--- src/pkg/cwt_pkg.sv ---
// Constants, register map and command codes of the carrier wave timer
package cwt_pkg;

  // ****************************************************************
  // Widths
  // ****************************************************************
  localparam int CNT_W = 8;
  localparam int NIB_W = 4;

  // ****************************************************************
  // Control register fields
  // ****************************************************************
  localparam int CTL_RUN_BIT = 0;
  localparam int CTL_SRC_BIT = 1;
  localparam int CTL_CARR_BIT = 2;
  localparam int CTL_EXP_BIT = 3;
  localparam logic [3:0] CTL_RST = 4'h0;

  // ****************************************************************
  // Register byte offsets
  // ****************************************************************
  localparam logic [3:0] OFS_CMD = 4'h0;
  localparam logic [3:0] OFS_CTL = 4'h4;
  localparam logic [3:0] OFS_CNT = 4'h8;
  localparam logic [3:0] OFS_STAT = 4'hc;
  localparam logic [3:0] OFS_MASK = 4'h2;

  // ****************************************************************
  // Command register layout: data in [7:0], code in [10:8]
  // ****************************************************************
  localparam int CMD_DAT_LSB = 0;
  localparam int CMD_CODE_LSB = 8;
  localparam logic [2:0] CMD_LOAD_CNT_LOW = 3'h1;
  localparam logic [2:0] CMD_RELOAD_FROM_LOW = 3'h2;
  localparam logic [2:0] CMD_LOAD_HIGH = 3'h3;
  localparam logic [2:0] CMD_SKIP_DIV = 3'h4;
  localparam logic [2:0] CMD_SKIP_CARR = 3'h5;

  // ****************************************************************
  // Status bits
  // ****************************************************************
  localparam int ST_DIV_BIT = 0;
  localparam int ST_CARR_BIT = 1;
  localparam logic [7:0] CNT_RST = 8'h00;

endpackage

--- src/pkg/flag_if.sv ---
// Underflow flag pair carried between timer core and flag unit
`timescale 1ns/100ps
interface flag_if;
  logic div_uf;
  logic carr_uf;
  logic skip_div;
  logic skip_carr;
  logic div_flag;
  logic carr_flag;
  logic skip_taken;

  modport timer
  (
    output div_uf,
    output carr_uf,
    output skip_div,
    output skip_carr,
    input div_flag,
    input carr_flag,
    input skip_taken
  );

  modport flags
  (
    input div_uf,
    input carr_uf,
    input skip_div,
    input skip_carr,
    output div_flag,
    output carr_flag,
    output skip_taken
  );
endinterface

--- src/rtl/uf_flags.sv ---
// Underflow flags of both timers with skip test and clear
`timescale 1ns/100ps
module uf_flags
  import cwt_pkg::*;
(
  input wire logic clk,
  input wire logic rst_n,
  flag_if.flags fi
);
  typedef struct packed
  {
    logic div_f;
    logic carr_f;
    logic taken;
  } st_t;

  st_t s_r;
  st_t s_nxt;

  // ****************************************************************
  // Flags: set wins over skip clear
  // ****************************************************************
  always_comb
  begin
    s_nxt = s_r;
    if (fi.skip_div || fi.skip_carr)
    begin
      s_nxt.taken = (fi.skip_div && s_r.div_f) || (fi.skip_carr && s_r.carr_f);
    end
    if (fi.skip_div && s_r.div_f)
    begin
      s_nxt.div_f = 1'b0;
      s_nxt.taken = 1'b1;
    end
    if (fi.skip_carr && s_r.carr_f)
    begin
      s_nxt.carr_f = 1'b0;
      s_nxt.taken = 1'b1;
    end
    if (fi.div_uf)
    begin
      s_nxt.div_f = 1'b1;
    end
    if (fi.carr_uf)
    begin
      s_nxt.carr_f = 1'b1;
    end
  end

  always_ff @(posedge clk)
  begin
    if (!rst_n)
    begin
      s_r <= '0;
    end
    else
    begin
      s_r <= s_nxt;
    end
  end

  assign fi.div_flag = s_r.div_f;
  assign fi.carr_flag = s_r.carr_f;
  assign fi.skip_taken = s_r.taken;

  property p_flag_set;
    @(posedge clk) disable iff (!rst_n) fi.carr_uf |=> fi.carr_flag;
  endproperty
  a_flag_set: assert property (p_flag_set) else $error("flag not set");

  property p_flag_clr;
    @(posedge clk) disable iff (!rst_n)
      fi.skip_carr && fi.carr_flag && !fi.carr_uf |=> !fi.carr_flag && fi.skip_taken;
  endproperty
  a_flag_clr: assert property (p_flag_clr) else $error("flag not cleared");

  property p_skip_none;
    @(posedge clk) disable iff (!rst_n)
      fi.skip_div && !fi.div_flag && !fi.skip_carr |=> !fi.skip_taken;
  endproperty
  a_skip_none: assert property (p_skip_none) else $error("false skip");
endmodule

--- src/rtl/carrier_wave_timer.sv ---
// Carrier wave timer: down counter, reload registers, carrier output, bus slave
`timescale 1ns/100ps
module carrier_wave_timer
  import cwt_pkg::*;
#(
  parameter int WIDTH = CNT_W
)
(
  input wire logic clk,
  input wire logic rst_n,
  input wire logic osc_tick,
  input wire logic div_uf_in,
  input wire logic [3:0] avs_address,
  input wire logic avs_read,
  input wire logic avs_write,
  input wire logic [31:0] avs_writedata,
  output logic [31:0] avs_readdata,
  output logic avs_waitrequest,
  output logic carrier_out,
  output logic carrier_uf,
  output logic irq
);
  typedef struct packed
  {
    logic [WIDTH-1:0] cnt;
    logic [WIDTH-1:0] low_interval_reload;
    logic [WIDTH-1:0] high_interval_reload;
    logic [3:0] carrier_timer_control;
    logic half_ph;
    logic high_ph;
    logic ext_half;
    logic carr;
    logic uf;
    logic [1:0] stat;
    logic [1:0] mask;
    logic [31:0] rdata;
    logic ack;
    logic tick_s1;
    logic tick_s2;
    logic dv_s1;
    logic dv_s2;
    logic dv_d;
  } st_t;

  st_t s_r;
  st_t s_nxt;
  flag_if fi ();

  logic run;
  logic src_half;
  logic carr_en;
  logic exp_en;
  logic pulse;
  logic [2:0] code;
  logic wr;
  logic rd;
  logic [WIDTH-1:0] wdat;

  // ****************************************************************
  // Helpers
  // ****************************************************************
  function automatic logic [31:0] zext(input logic [WIDTH-1:0] v);
    zext = 32'(v);
  endfunction

  assign run = s_r.carrier_timer_control[CTL_RUN_BIT];
  assign src_half = s_r.carrier_timer_control[CTL_SRC_BIT];
  assign carr_en = s_r.carrier_timer_control[CTL_CARR_BIT];
  assign exp_en = s_r.carrier_timer_control[CTL_EXP_BIT];
  assign wr = avs_write && !s_r.ack;
  assign rd = avs_read && !s_r.ack;
  assign code = avs_writedata[CMD_CODE_LSB +: 3];
  assign wdat = avs_writedata[CMD_DAT_LSB +: WIDTH];
  // Count pulse: synchronized oscillator tick, optionally halved
  assign pulse = s_r.tick_s2 && (!src_half || s_r.half_ph);

  assign fi.div_uf = s_r.dv_s2 && !s_r.dv_d;
  assign fi.carr_uf = s_r.uf;
  assign fi.skip_div = wr && avs_address == OFS_CMD && code == CMD_SKIP_DIV;
  assign fi.skip_carr = wr && avs_address == OFS_CMD && code == CMD_SKIP_CARR;

  uf_flags u_flags
  (
    .clk(clk),
    .rst_n(rst_n),
    .fi(fi)
  );

  // ****************************************************************
  // Next state
  // ****************************************************************
  always_comb
  begin
    s_nxt = s_r;
    s_nxt.uf = 1'b0;
    s_nxt.ack = avs_read || avs_write ? !s_r.ack : 1'b0;
    s_nxt.tick_s1 = osc_tick;
    s_nxt.tick_s2 = s_r.tick_s1;
    s_nxt.dv_s1 = div_uf_in;
    s_nxt.dv_s2 = s_r.dv_s1;
    s_nxt.dv_d = s_r.dv_s2;
    if (s_r.tick_s2)
    begin
      s_nxt.half_ph = !s_r.half_ph;
    end
    if (!run)
    begin
      s_nxt.half_ph = 1'b0;
    end
    if (run && s_r.ext_half && s_r.tick_s2)
    begin
      // Extra part of the high interval ends on the next source tick
      // Half source: exactly half a count period; full source: one whole tick
      s_nxt.ext_half = 1'b0;
      s_nxt.uf = 1'b1;
      s_nxt.cnt = s_r.low_interval_reload;
      s_nxt.high_ph = 1'b0;
      s_nxt.carr = 1'b0;
      s_nxt.half_ph = 1'b0;
    end
    else if (run && pulse)
    begin
      if (s_r.cnt == '0 && carr_en && exp_en && s_r.high_ph)
      begin
        s_nxt.ext_half = 1'b1;
      end
      else if (s_r.cnt == '0)
      begin
        s_nxt.uf = 1'b1;
        if (carr_en && !s_r.high_ph)
        begin
          s_nxt.cnt = s_r.high_interval_reload;
          s_nxt.high_ph = 1'b1;
          s_nxt.carr = 1'b1;
        end
        else
        begin
          s_nxt.cnt = s_r.low_interval_reload;
          s_nxt.high_ph = 1'b0;
          s_nxt.carr = 1'b0;
        end
      end
      else
      begin
        s_nxt.cnt = s_r.cnt - WIDTH'(1);
      end
    end
    if (!run || !carr_en)
    begin
      s_nxt.carr = 1'b0;
      s_nxt.high_ph = 1'b0;
      s_nxt.ext_half = 1'b0;
    end
    if (wr && avs_address == OFS_CMD)
    begin
      case (code)
        CMD_LOAD_CNT_LOW:
        begin
          s_nxt.cnt = wdat;
          s_nxt.low_interval_reload = wdat;
        end
        CMD_RELOAD_FROM_LOW: s_nxt.cnt = s_r.low_interval_reload;
        CMD_LOAD_HIGH: s_nxt.high_interval_reload = wdat;
        default: s_nxt.cnt = s_nxt.cnt;
      endcase
    end
    if (wr && avs_address == OFS_CTL)
    begin
      s_nxt.carrier_timer_control = avs_writedata[3:0];
    end
    if (wr && avs_address == OFS_MASK)
    begin
      s_nxt.mask = avs_writedata[1:0];
    end
    if (wr && avs_address == OFS_STAT)
    begin
      s_nxt.stat = s_r.stat & ~avs_writedata[1:0];
    end
    if (fi.div_uf)
    begin
      s_nxt.stat[ST_DIV_BIT] = 1'b1;
    end
    if (s_r.uf)
    begin
      s_nxt.stat[ST_CARR_BIT] = 1'b1;
    end
    s_nxt.rdata = '0;
    if (rd)
    begin
      case (avs_address)
        OFS_CMD: s_nxt.rdata = {29'h0, fi.skip_taken, fi.carr_flag, fi.div_flag};
        OFS_CTL: s_nxt.rdata = {28'h0, s_r.carrier_timer_control};
        OFS_CNT: s_nxt.rdata = zext(s_r.cnt);
        OFS_STAT: s_nxt.rdata = {30'h0, s_r.stat};
        OFS_MASK: s_nxt.rdata = {30'h0, s_r.mask};
        default: s_nxt.rdata = '0;
      endcase
    end
  end

  always_ff @(posedge clk)
  begin
    if (!rst_n)
    begin
      s_r <= '0;
      s_r.carrier_timer_control <= CTL_RST;
      s_r.cnt <= CNT_RST;
    end
    else
    begin
      s_r <= s_nxt;
    end
  end

  // ****************************************************************
  // Outputs
  // ****************************************************************
  assign avs_waitrequest = (avs_read || avs_write) && !s_r.ack;
  assign avs_readdata = s_r.rdata;
  assign carrier_out = s_r.carr;
  assign carrier_uf = s_r.uf;
  assign irq = |(s_r.stat & s_r.mask);

  // ****************************************************************
  // Assertions
  // ****************************************************************
  property p_load;
    @(posedge clk) disable iff (!rst_n)
      wr && avs_address == OFS_CMD && code == CMD_LOAD_CNT_LOW
      |=> s_r.cnt == $past(wdat) && s_r.low_interval_reload == $past(wdat);
  endproperty
  a_load: assert property (p_load) else $error("load failed");

  property p_reload;
    @(posedge clk) disable iff (!rst_n)
      wr && avs_address == OFS_CMD && code == CMD_RELOAD_FROM_LOW
      |=> s_r.cnt == $past(s_r.low_interval_reload);
  endproperty
  a_reload: assert property (p_reload) else $error("reload failed");

  property p_high;
    @(posedge clk) disable iff (!rst_n)
      wr && avs_address == OFS_CMD && code == CMD_LOAD_HIGH
      |=> s_r.high_interval_reload == $past(wdat) && $stable(s_r.low_interval_reload);
  endproperty
  a_high: assert property (p_high) else $error("high load failed");

  property p_hold;
    @(posedge clk) disable iff (!rst_n)
      !run && !wr |=> $stable(s_r.cnt);
  endproperty
  a_hold: assert property (p_hold) else $error("counter moved");

  property p_div_uf;
    @(posedge clk) disable iff (!rst_n)
      run && pulse && !carr_en && s_r.cnt == '0 && !wr
      |=> carrier_uf && s_r.cnt == $past(s_r.low_interval_reload);
  endproperty
  a_div_uf: assert property (p_div_uf) else $error("divider reload");

  property p_dec;
    @(posedge clk) disable iff (!rst_n)
      run && pulse && !carr_en && s_r.cnt != '0 && !wr |=> s_r.cnt == $past(s_r.cnt) - 8'h01;
  endproperty
  a_dec: assert property (p_dec) else $error("no decrement");

  property p_low;
    @(posedge clk) disable iff (!rst_n) !carr_en || !run |=> !carrier_out;
  endproperty
  a_low: assert property (p_low) else $error("carrier not low");

  property p_alt;
    @(posedge clk) disable iff (!rst_n)
      run && carr_en && pulse && !s_r.ext_half && s_r.cnt == '0 && !s_r.high_ph && !wr
      |=> carrier_out && s_r.cnt == $past(s_r.high_interval_reload);
  endproperty
  a_alt: assert property (p_alt) else $error("high not loaded");

  property p_irq;
    @(posedge clk) disable iff (!rst_n)
      carrier_uf && s_r.mask[ST_CARR_BIT] && !(wr && avs_address == OFS_MASK) |=> irq;
  endproperty
  a_irq: assert property (p_irq) else $error("irq missing");

  c_uf: cover property (@(posedge clk) disable iff (!rst_n) carrier_uf);
  c_carr: cover property (@(posedge clk) disable iff (!rst_n) $rose(carrier_out));
  c_ext: cover property (@(posedge clk) disable iff (!rst_n) s_r.ext_half);
endmodule

--- config.mk ---
export PLATFORM = sky130hd
export DESIGN_NAME = carrier_wave_timer
export DESIGN_NICKNAME = d
export VERILOG_FILES = /design/src/pkg/cwt_pkg.sv /design/src/pkg/flag_if.sv /design/src/rtl/uf_flags.sv /design/src/rtl/carrier_wave_timer.sv
export SDC_FILE = /design/constraint.sdc
export NUM_CORES = 1
export LEC_CHECK = 0
export ABC_AREA = 1
export BUFFER_PORTS_ARGS = -buffer_cell sky130_fd_sc_hd__buf_2
export CAP_MARGIN = 40
export CORE_MARGIN = 2
export CORE_UTILIZATION = 48
export CTS_CLUSTER_DIAMETER = 60
export DETAILED_ROUTE_END_ITERATION = 12
export PLACE_DENSITY = 0.81
export SLEW_MARGIN = 10
export SYNTH_ARGS = -nofsm -noshare
export SYNTH_HDL_FRONTEND = slang
export SYNTH_SLANG_ARGS = --single-unit
--- constraint.sdc ---
create_clock -name clk -period 1.6 [get_ports clk]
set_input_delay 0.24 -clock clk [delete_from_list [all_inputs] [get_ports clk]]
set_output_delay 0.24 -clock clk [all_outputs]
set_load 0.01 [all_outputs]
======== Word level (Yosys, flattened, before mapping) ========
Index checks and enable logic that the tools add are counted.
W data, S select, Z words.
storage, ports and cells
  register bits ........................... 77
  logic and storage cells ................. 109
cells by class
  reductions and logical operators ........ 48
  add/sub/neg operators ................... 1
  bitwise gates (word level) .............. 6
  eq/ne operators ......................... 9
  multiplexer cells ....................... 24
operators with widths
  kind                   number
  $mux W8                7
  $pmux W8 S5            1
  $mux W24               1
  $logic_and A1 B1 Y1    20
  $pmux W8 S2            1
  $mux W1                12
  $reduce_and A2 Y1      5
  $eq A4 B4 Y1 const B   2
  $logic_not A8 Y1       1
  $reduce_bool A2 Y1     4
  $sub A8 B1 Y8 const B  1
  $logic_not A1 Y1       7
  $eq A3 B2 Y1 const B   2
  $eq A3 B3 Y1 const B   2
  $reduce_or A3 Y1       2
  $logic_or A1 B1 Y1     5
  $and A2 B2 Y2          2
  $eq A4 B2 Y1 const B   1
  $eq A4 B3 Y1 const B   1
  $logic_not A4 Y1       1
  $mux W2                2
  $eq A3 B1 Y1 const B   1
  $not A1 Y1             3
  $reduce_and A3 Y1      1
  other kinds (3)        3

======== Depth between registers and ports, before layout ========
  word-level depth ........................ 10
  mapped depth ............................ 12

======== Hierarchy ========
From an unflattened synthesis, not the netlist that was laid out.
second synthesis, totals
  cell total of the unflattened synthesis .. 421
  area, all modules ....................... 3015.4 um2
modules (own cells, without submodules)
  module              cells each  times used  area each (um2)  sequential area each (um2)
  carrier_wave_timer  405         1           2892.8           1001.0
  uf_flags            16          1           122.6            60.1

======== Least setup slack after synthesis ========
No wires, ideal clock.
  path kind ............................... flip-flop to flip-flop
  from .................................... register s_r[67] (netlist bit)
  to ...................................... register s_r[68] (netlist bit)
  library setup time ...................... 129 ps
  required time ........................... 1471 ps
  cell stages (with the launch flop) ...... 13
  setup slack ............................. 109 ps
  buffers on the path ..................... 1
  arrival ................................. 1362 ps
  cell sequence ........................... dfxtp_1 -> inv_1 -> ha_1 -> inv_1 -> nor2_4 -> nand3_4 -> nand2_4 -> buf_12 -> nand2_2 -> o21ai_2 -> nand2_1 -> a21oi_1 -> nor2_1
on the way
  longest elaborated chain between the ends .. 9
  elaborated cells between the ends (all ways) .. 11
  classes of those cells .................. add/sub: 1; mux: 6; reduce/logical: 4
ends and longest elaborated chain
  item                                                                   RTL line                   text
  from (decl)                                                            carrier_wave_timer.sv:45   st_t s_r;
  from (signal assigned)                                                 carrier_wave_timer.sv:211  s_r <= s_nxt;
  parallel branches: the longest is 4 deep, another holds $sub A8 B1 Y8  -
  $mux W8 *                                                              carrier_wave_timer.sv:123  if (s_r.cnt == '0 && carr_en && exp_en && s_r.high_ph)
  $mux W8 *                                                              carrier_wave_timer.sv:121  else if (run && pulse)
  $mux W8 *                                                              carrier_wave_timer.sv:110  if (run && s_r.ext_half && s_r.tick_s2)
  $pmux W8 S2                                                            carrier_wave_timer.sv:156  case (code)
  $mux W24 *                                                             carrier_wave_timer.sv:154  if (wr && avs_address == OFS_CMD)
Mark *: on every way between the ends.
A chain may end at the register's enable or synchronous reset.

======== Worst setup path after layout ========
  from .................................... register s_r[68] (netlist bit)
  to ...................................... register s_r[74] (netlist bit)
The elaborated chain is that of the path after synthesis.

==> flow_metrics.tcl <==
set metrics [dict create \
    fin_nets 510 \
    setup_viol 0 \
    crit_path_max_fanout 8 \
    post-route-drc-count 0 \
    drt-total-wl_mm 6.96 \
    start_util_pct 50.3 \
    track_usage_pct 19.1 \
    critical_path.endpoint "s_r[74]" \
    drt_iter0_drc 294 \
    drive_gt1_share_pct 20.8 \
    n_antenna_cell 0 \
    die_w_um 83.2 \
    cpPeakStageDelay_ns 0.32 \
    clkSinkCount 53 \
    power.share.clock_pct 32.2 \
    cp-end-kind "register" \
    tns_ns 0 \
    core_mm2 0.00599 \
    power.density_mw_per_mm2 690 \
    final_antenna_net_count 0 \
    cts_buffers 5 \
    vias 2798 \
    wl_per_cell_um 12.8 \
    dieHeight_um 83.2 \
    die_area_mm2 0.00693 \
    cp.arrival_ns 1.73 \
    clkTransAtPathRegs_ns 0.10 \
    viasPerCell 5.16 \
    crit_path_frequent_cell "nand2_1" \
    clock_latency_ns 0.31 \
    port_buffers 32 \
    max_freq_ghz 0.661 \
    pwr-share-comb_pct 9.6 \
    worst_slack_ns 0.0860 \
    tritoncts "yes" \
    p_int_uw 1710 \
    regToRegStartpoint "s_r[68]" \
    fin_crit_sh_pct 94.6 \
    power.total_uw 2310 \
    final_cell_mix "nand2_1, inv_1, dfxtp_1, a21oi_1, buf_2" \
    r2r-end "s_r[74]" \
    hold_viol 0 \
    htree_levels 2 \
    r2r_slack_ns 0.09 \
    cts_hold_buffers 0 \
    start_kind "register" \
    grt_pass1_vias 2467 \
    status "complete, no violations" \
    grt_pass1_wl_mm 11.1 \
    firstDrtPassIters 7 \
    holdCritPathClass "in2reg" \
    place_worst_setup_slack_ns 0.0646 \
    netlist_area_mm2 0.00301 \
    worstSetupPathType "reg2reg" \
    place_congestion 0.893 \
    p_sw_uw 592 \
    worstPathCellList "inv_1 -> ha_2 -> inv_2 -> nor2_4 -> nand3_4 -> nand2_8 -> buf_4 -> nand2_1 -> nand2_1 -> nand2_1 -> nand2_1 -> a21oi_2" \
    worst-r2r-cell-count 12 \
    clock-root-buffer "clkbuf_8" \
    yosysWarnings 0 \
    postSynthAreaPerCell_um2 7.04 \
    p_leak_uw 0.00159 \
    clk_path_buf_depth 2 \
    grt_max_degree 20 \
    slew_violations 0 \
    ys_types 40 \
    clock_skew_ns 0.00842 \
    boundaryPins 78 \
    critPathLaunch "s_r[68]" \
    fin_cells 542 \
    swShare_pct 25.7 \
    final.min_clock_period_ns 1.51 \
    final_common_cell "nand2_1" \
    ys_seq_area_share_pct 35.2 \
    ys_seq_elements 53 \
    peakVddDrop_v 0.000378 \
    cp_slowest_cell "dfxtp_1" \
    dp_hpwl_mm 5.01 \
    place_inst 528 \
    syn_to_final_growth_pct 10.9 \
    grt_setup_unrepaired "no" \
    antenna_found_initial 0 \
    cap_violations 0 \
    cp_data_required_time_ns 1.81 \
    rows 28 \
    netlist_instances 428 \
    pwr-share-seq_pct 58.2 \
    grt-ovfl-total 0 \
]
[state kept, by name (all words and copies together), names as in the netlist]
| register | flops |
|---|---|
| avs_readdata | 8 |
| carrier_uf | 1 |
| u_flags.fi.carr_flag | 1 |
| u_flags.fi.skip_taken | 1 |
| s_nxt | 3 |
| carrier_out | 1 |
| s_r | 34 |
| u_flags.fi.div_flag | 1 |
| carr_en | 1 |
| run | 1 |
| exp_en | 1 |
[layer usage]
metal / track usage (%) / vias up / part of all wire (%)
li1: - / 1391 / -
met4: 8.64 / 0 / 3.3
met1: 25.4 / 1248 / 43
met5: 0 / - / 0
met3: 3.18 / 23 / 6.8
met2: 30.4 / 136 / 47
[critical path, delay by kind of cell (launching register included)]
| kind | cells | cell delay, ns |
|---|---|---|
| buffers and inverters | 3 | 0.23 |
| flip-flops | 1 | 0.32 |
| adder cells (fa/ha/maj) | 1 | 0.20 |
| AO/OA/AOI/OAI | 1 | 0.05 |
| AND/OR/NAND/NOR | 7 | 0.62 |
[synthesized netlist by cell type (all sizes together)]
master | n | share of area [%]
nand2 | 98 | 14
inv | 69 | 8.7
dfxtp | 53 | 35
a21oi | 41 | 7.1
buf | 39 | 10
nor2 | 38 | 6.4
o21ai | 30 | 5.2
nand3 | 16 | 3.1
o22ai | 12 | 2.5
a211oi | 7 | 2.1
nand4 | 7 | 2.2
nor3 | 6 | 1.0
clkbuf | 2 | 0.25
ha | 2 | 0.83
clkinv | 1 | 0.12
conb | 1 | 0.12
nor4 | 1 | 0.21
o211ai | 1 | 0.25
o21bai | 1 | 0.25
o221ai | 1 | 0.29
xnor2 | 1 | 0.29
xor2 | 1 | 0.29
[power by group through the flow]
stage	Sequential (uW)	Clock [uW]	Combinational (uW)
floorplan	1370	0	171
global placement	1370	0	203
detailed placement	1370	0	207
CTS	1340	745	208
global route	1340	794	245
finish	1340	742	222
[worst min path at each step]
stage	slack [ns]	from	endpoint	cells after the start
after floorplan	0.34	div_uf_in	s_nxt[1]	2
after global placement	0.39	s_nxt[1]	s_nxt[0]	2
after detailed placement	0.41	s_nxt[3]	s_r[3]	2
after CTS	0.11	osc_tick	s_nxt[3]	3
after global routing	0.12	osc_tick	s_nxt[3]	3
final	0.11	osc_tick	s_nxt[3]	3
[metrics by stage]
stage / hold WS (ns) / util [%] / area, um^2
6_report: 0.110 / 55.8 / 3340
3_5_place_dp: 0.406 / 52.4 / 3140
3_3_place_gp: 0.393 / 52.4 / 3140
2_1_floorplan: 0.338 / - / 3100
5_1_grt: 0.119 / 55.8 / 3340
4_1_cts: 0.106 / 53.8 / 3220
[final cells by class]
class                           instances  area [um^2]
Sequential cell                        53         1060
Tap cell                               75         93.8
Timing Repair Buffer                   48          305
Multi-Input combinational cell        288         1540
Clock buffer                            8         80.1
Fill cell                             552         2650
Inverter                               70          265
[kinds of logic after synthesis]
| group | after synthesis | share of synthesized area [%] |
|---|---|---|
| compound gates | 93 | 17.6 |
| xor+xnor | 2 | 0.581 |
| fa+ha+maj | 2 | 0.830 |
| buf+inv | 111 | 19.1 |
| flops | 53 | 35.2 |
| other cells | 1 | 0.124 |
| simple gates | 166 | 26.6 |
[what timing repair did]
action / CTS / global route
buffers inserted: 0 / 5
setup endpoints to repair: 0 / 16
resized for setup: 0 / 18
(Power assumes the default switching activity.)
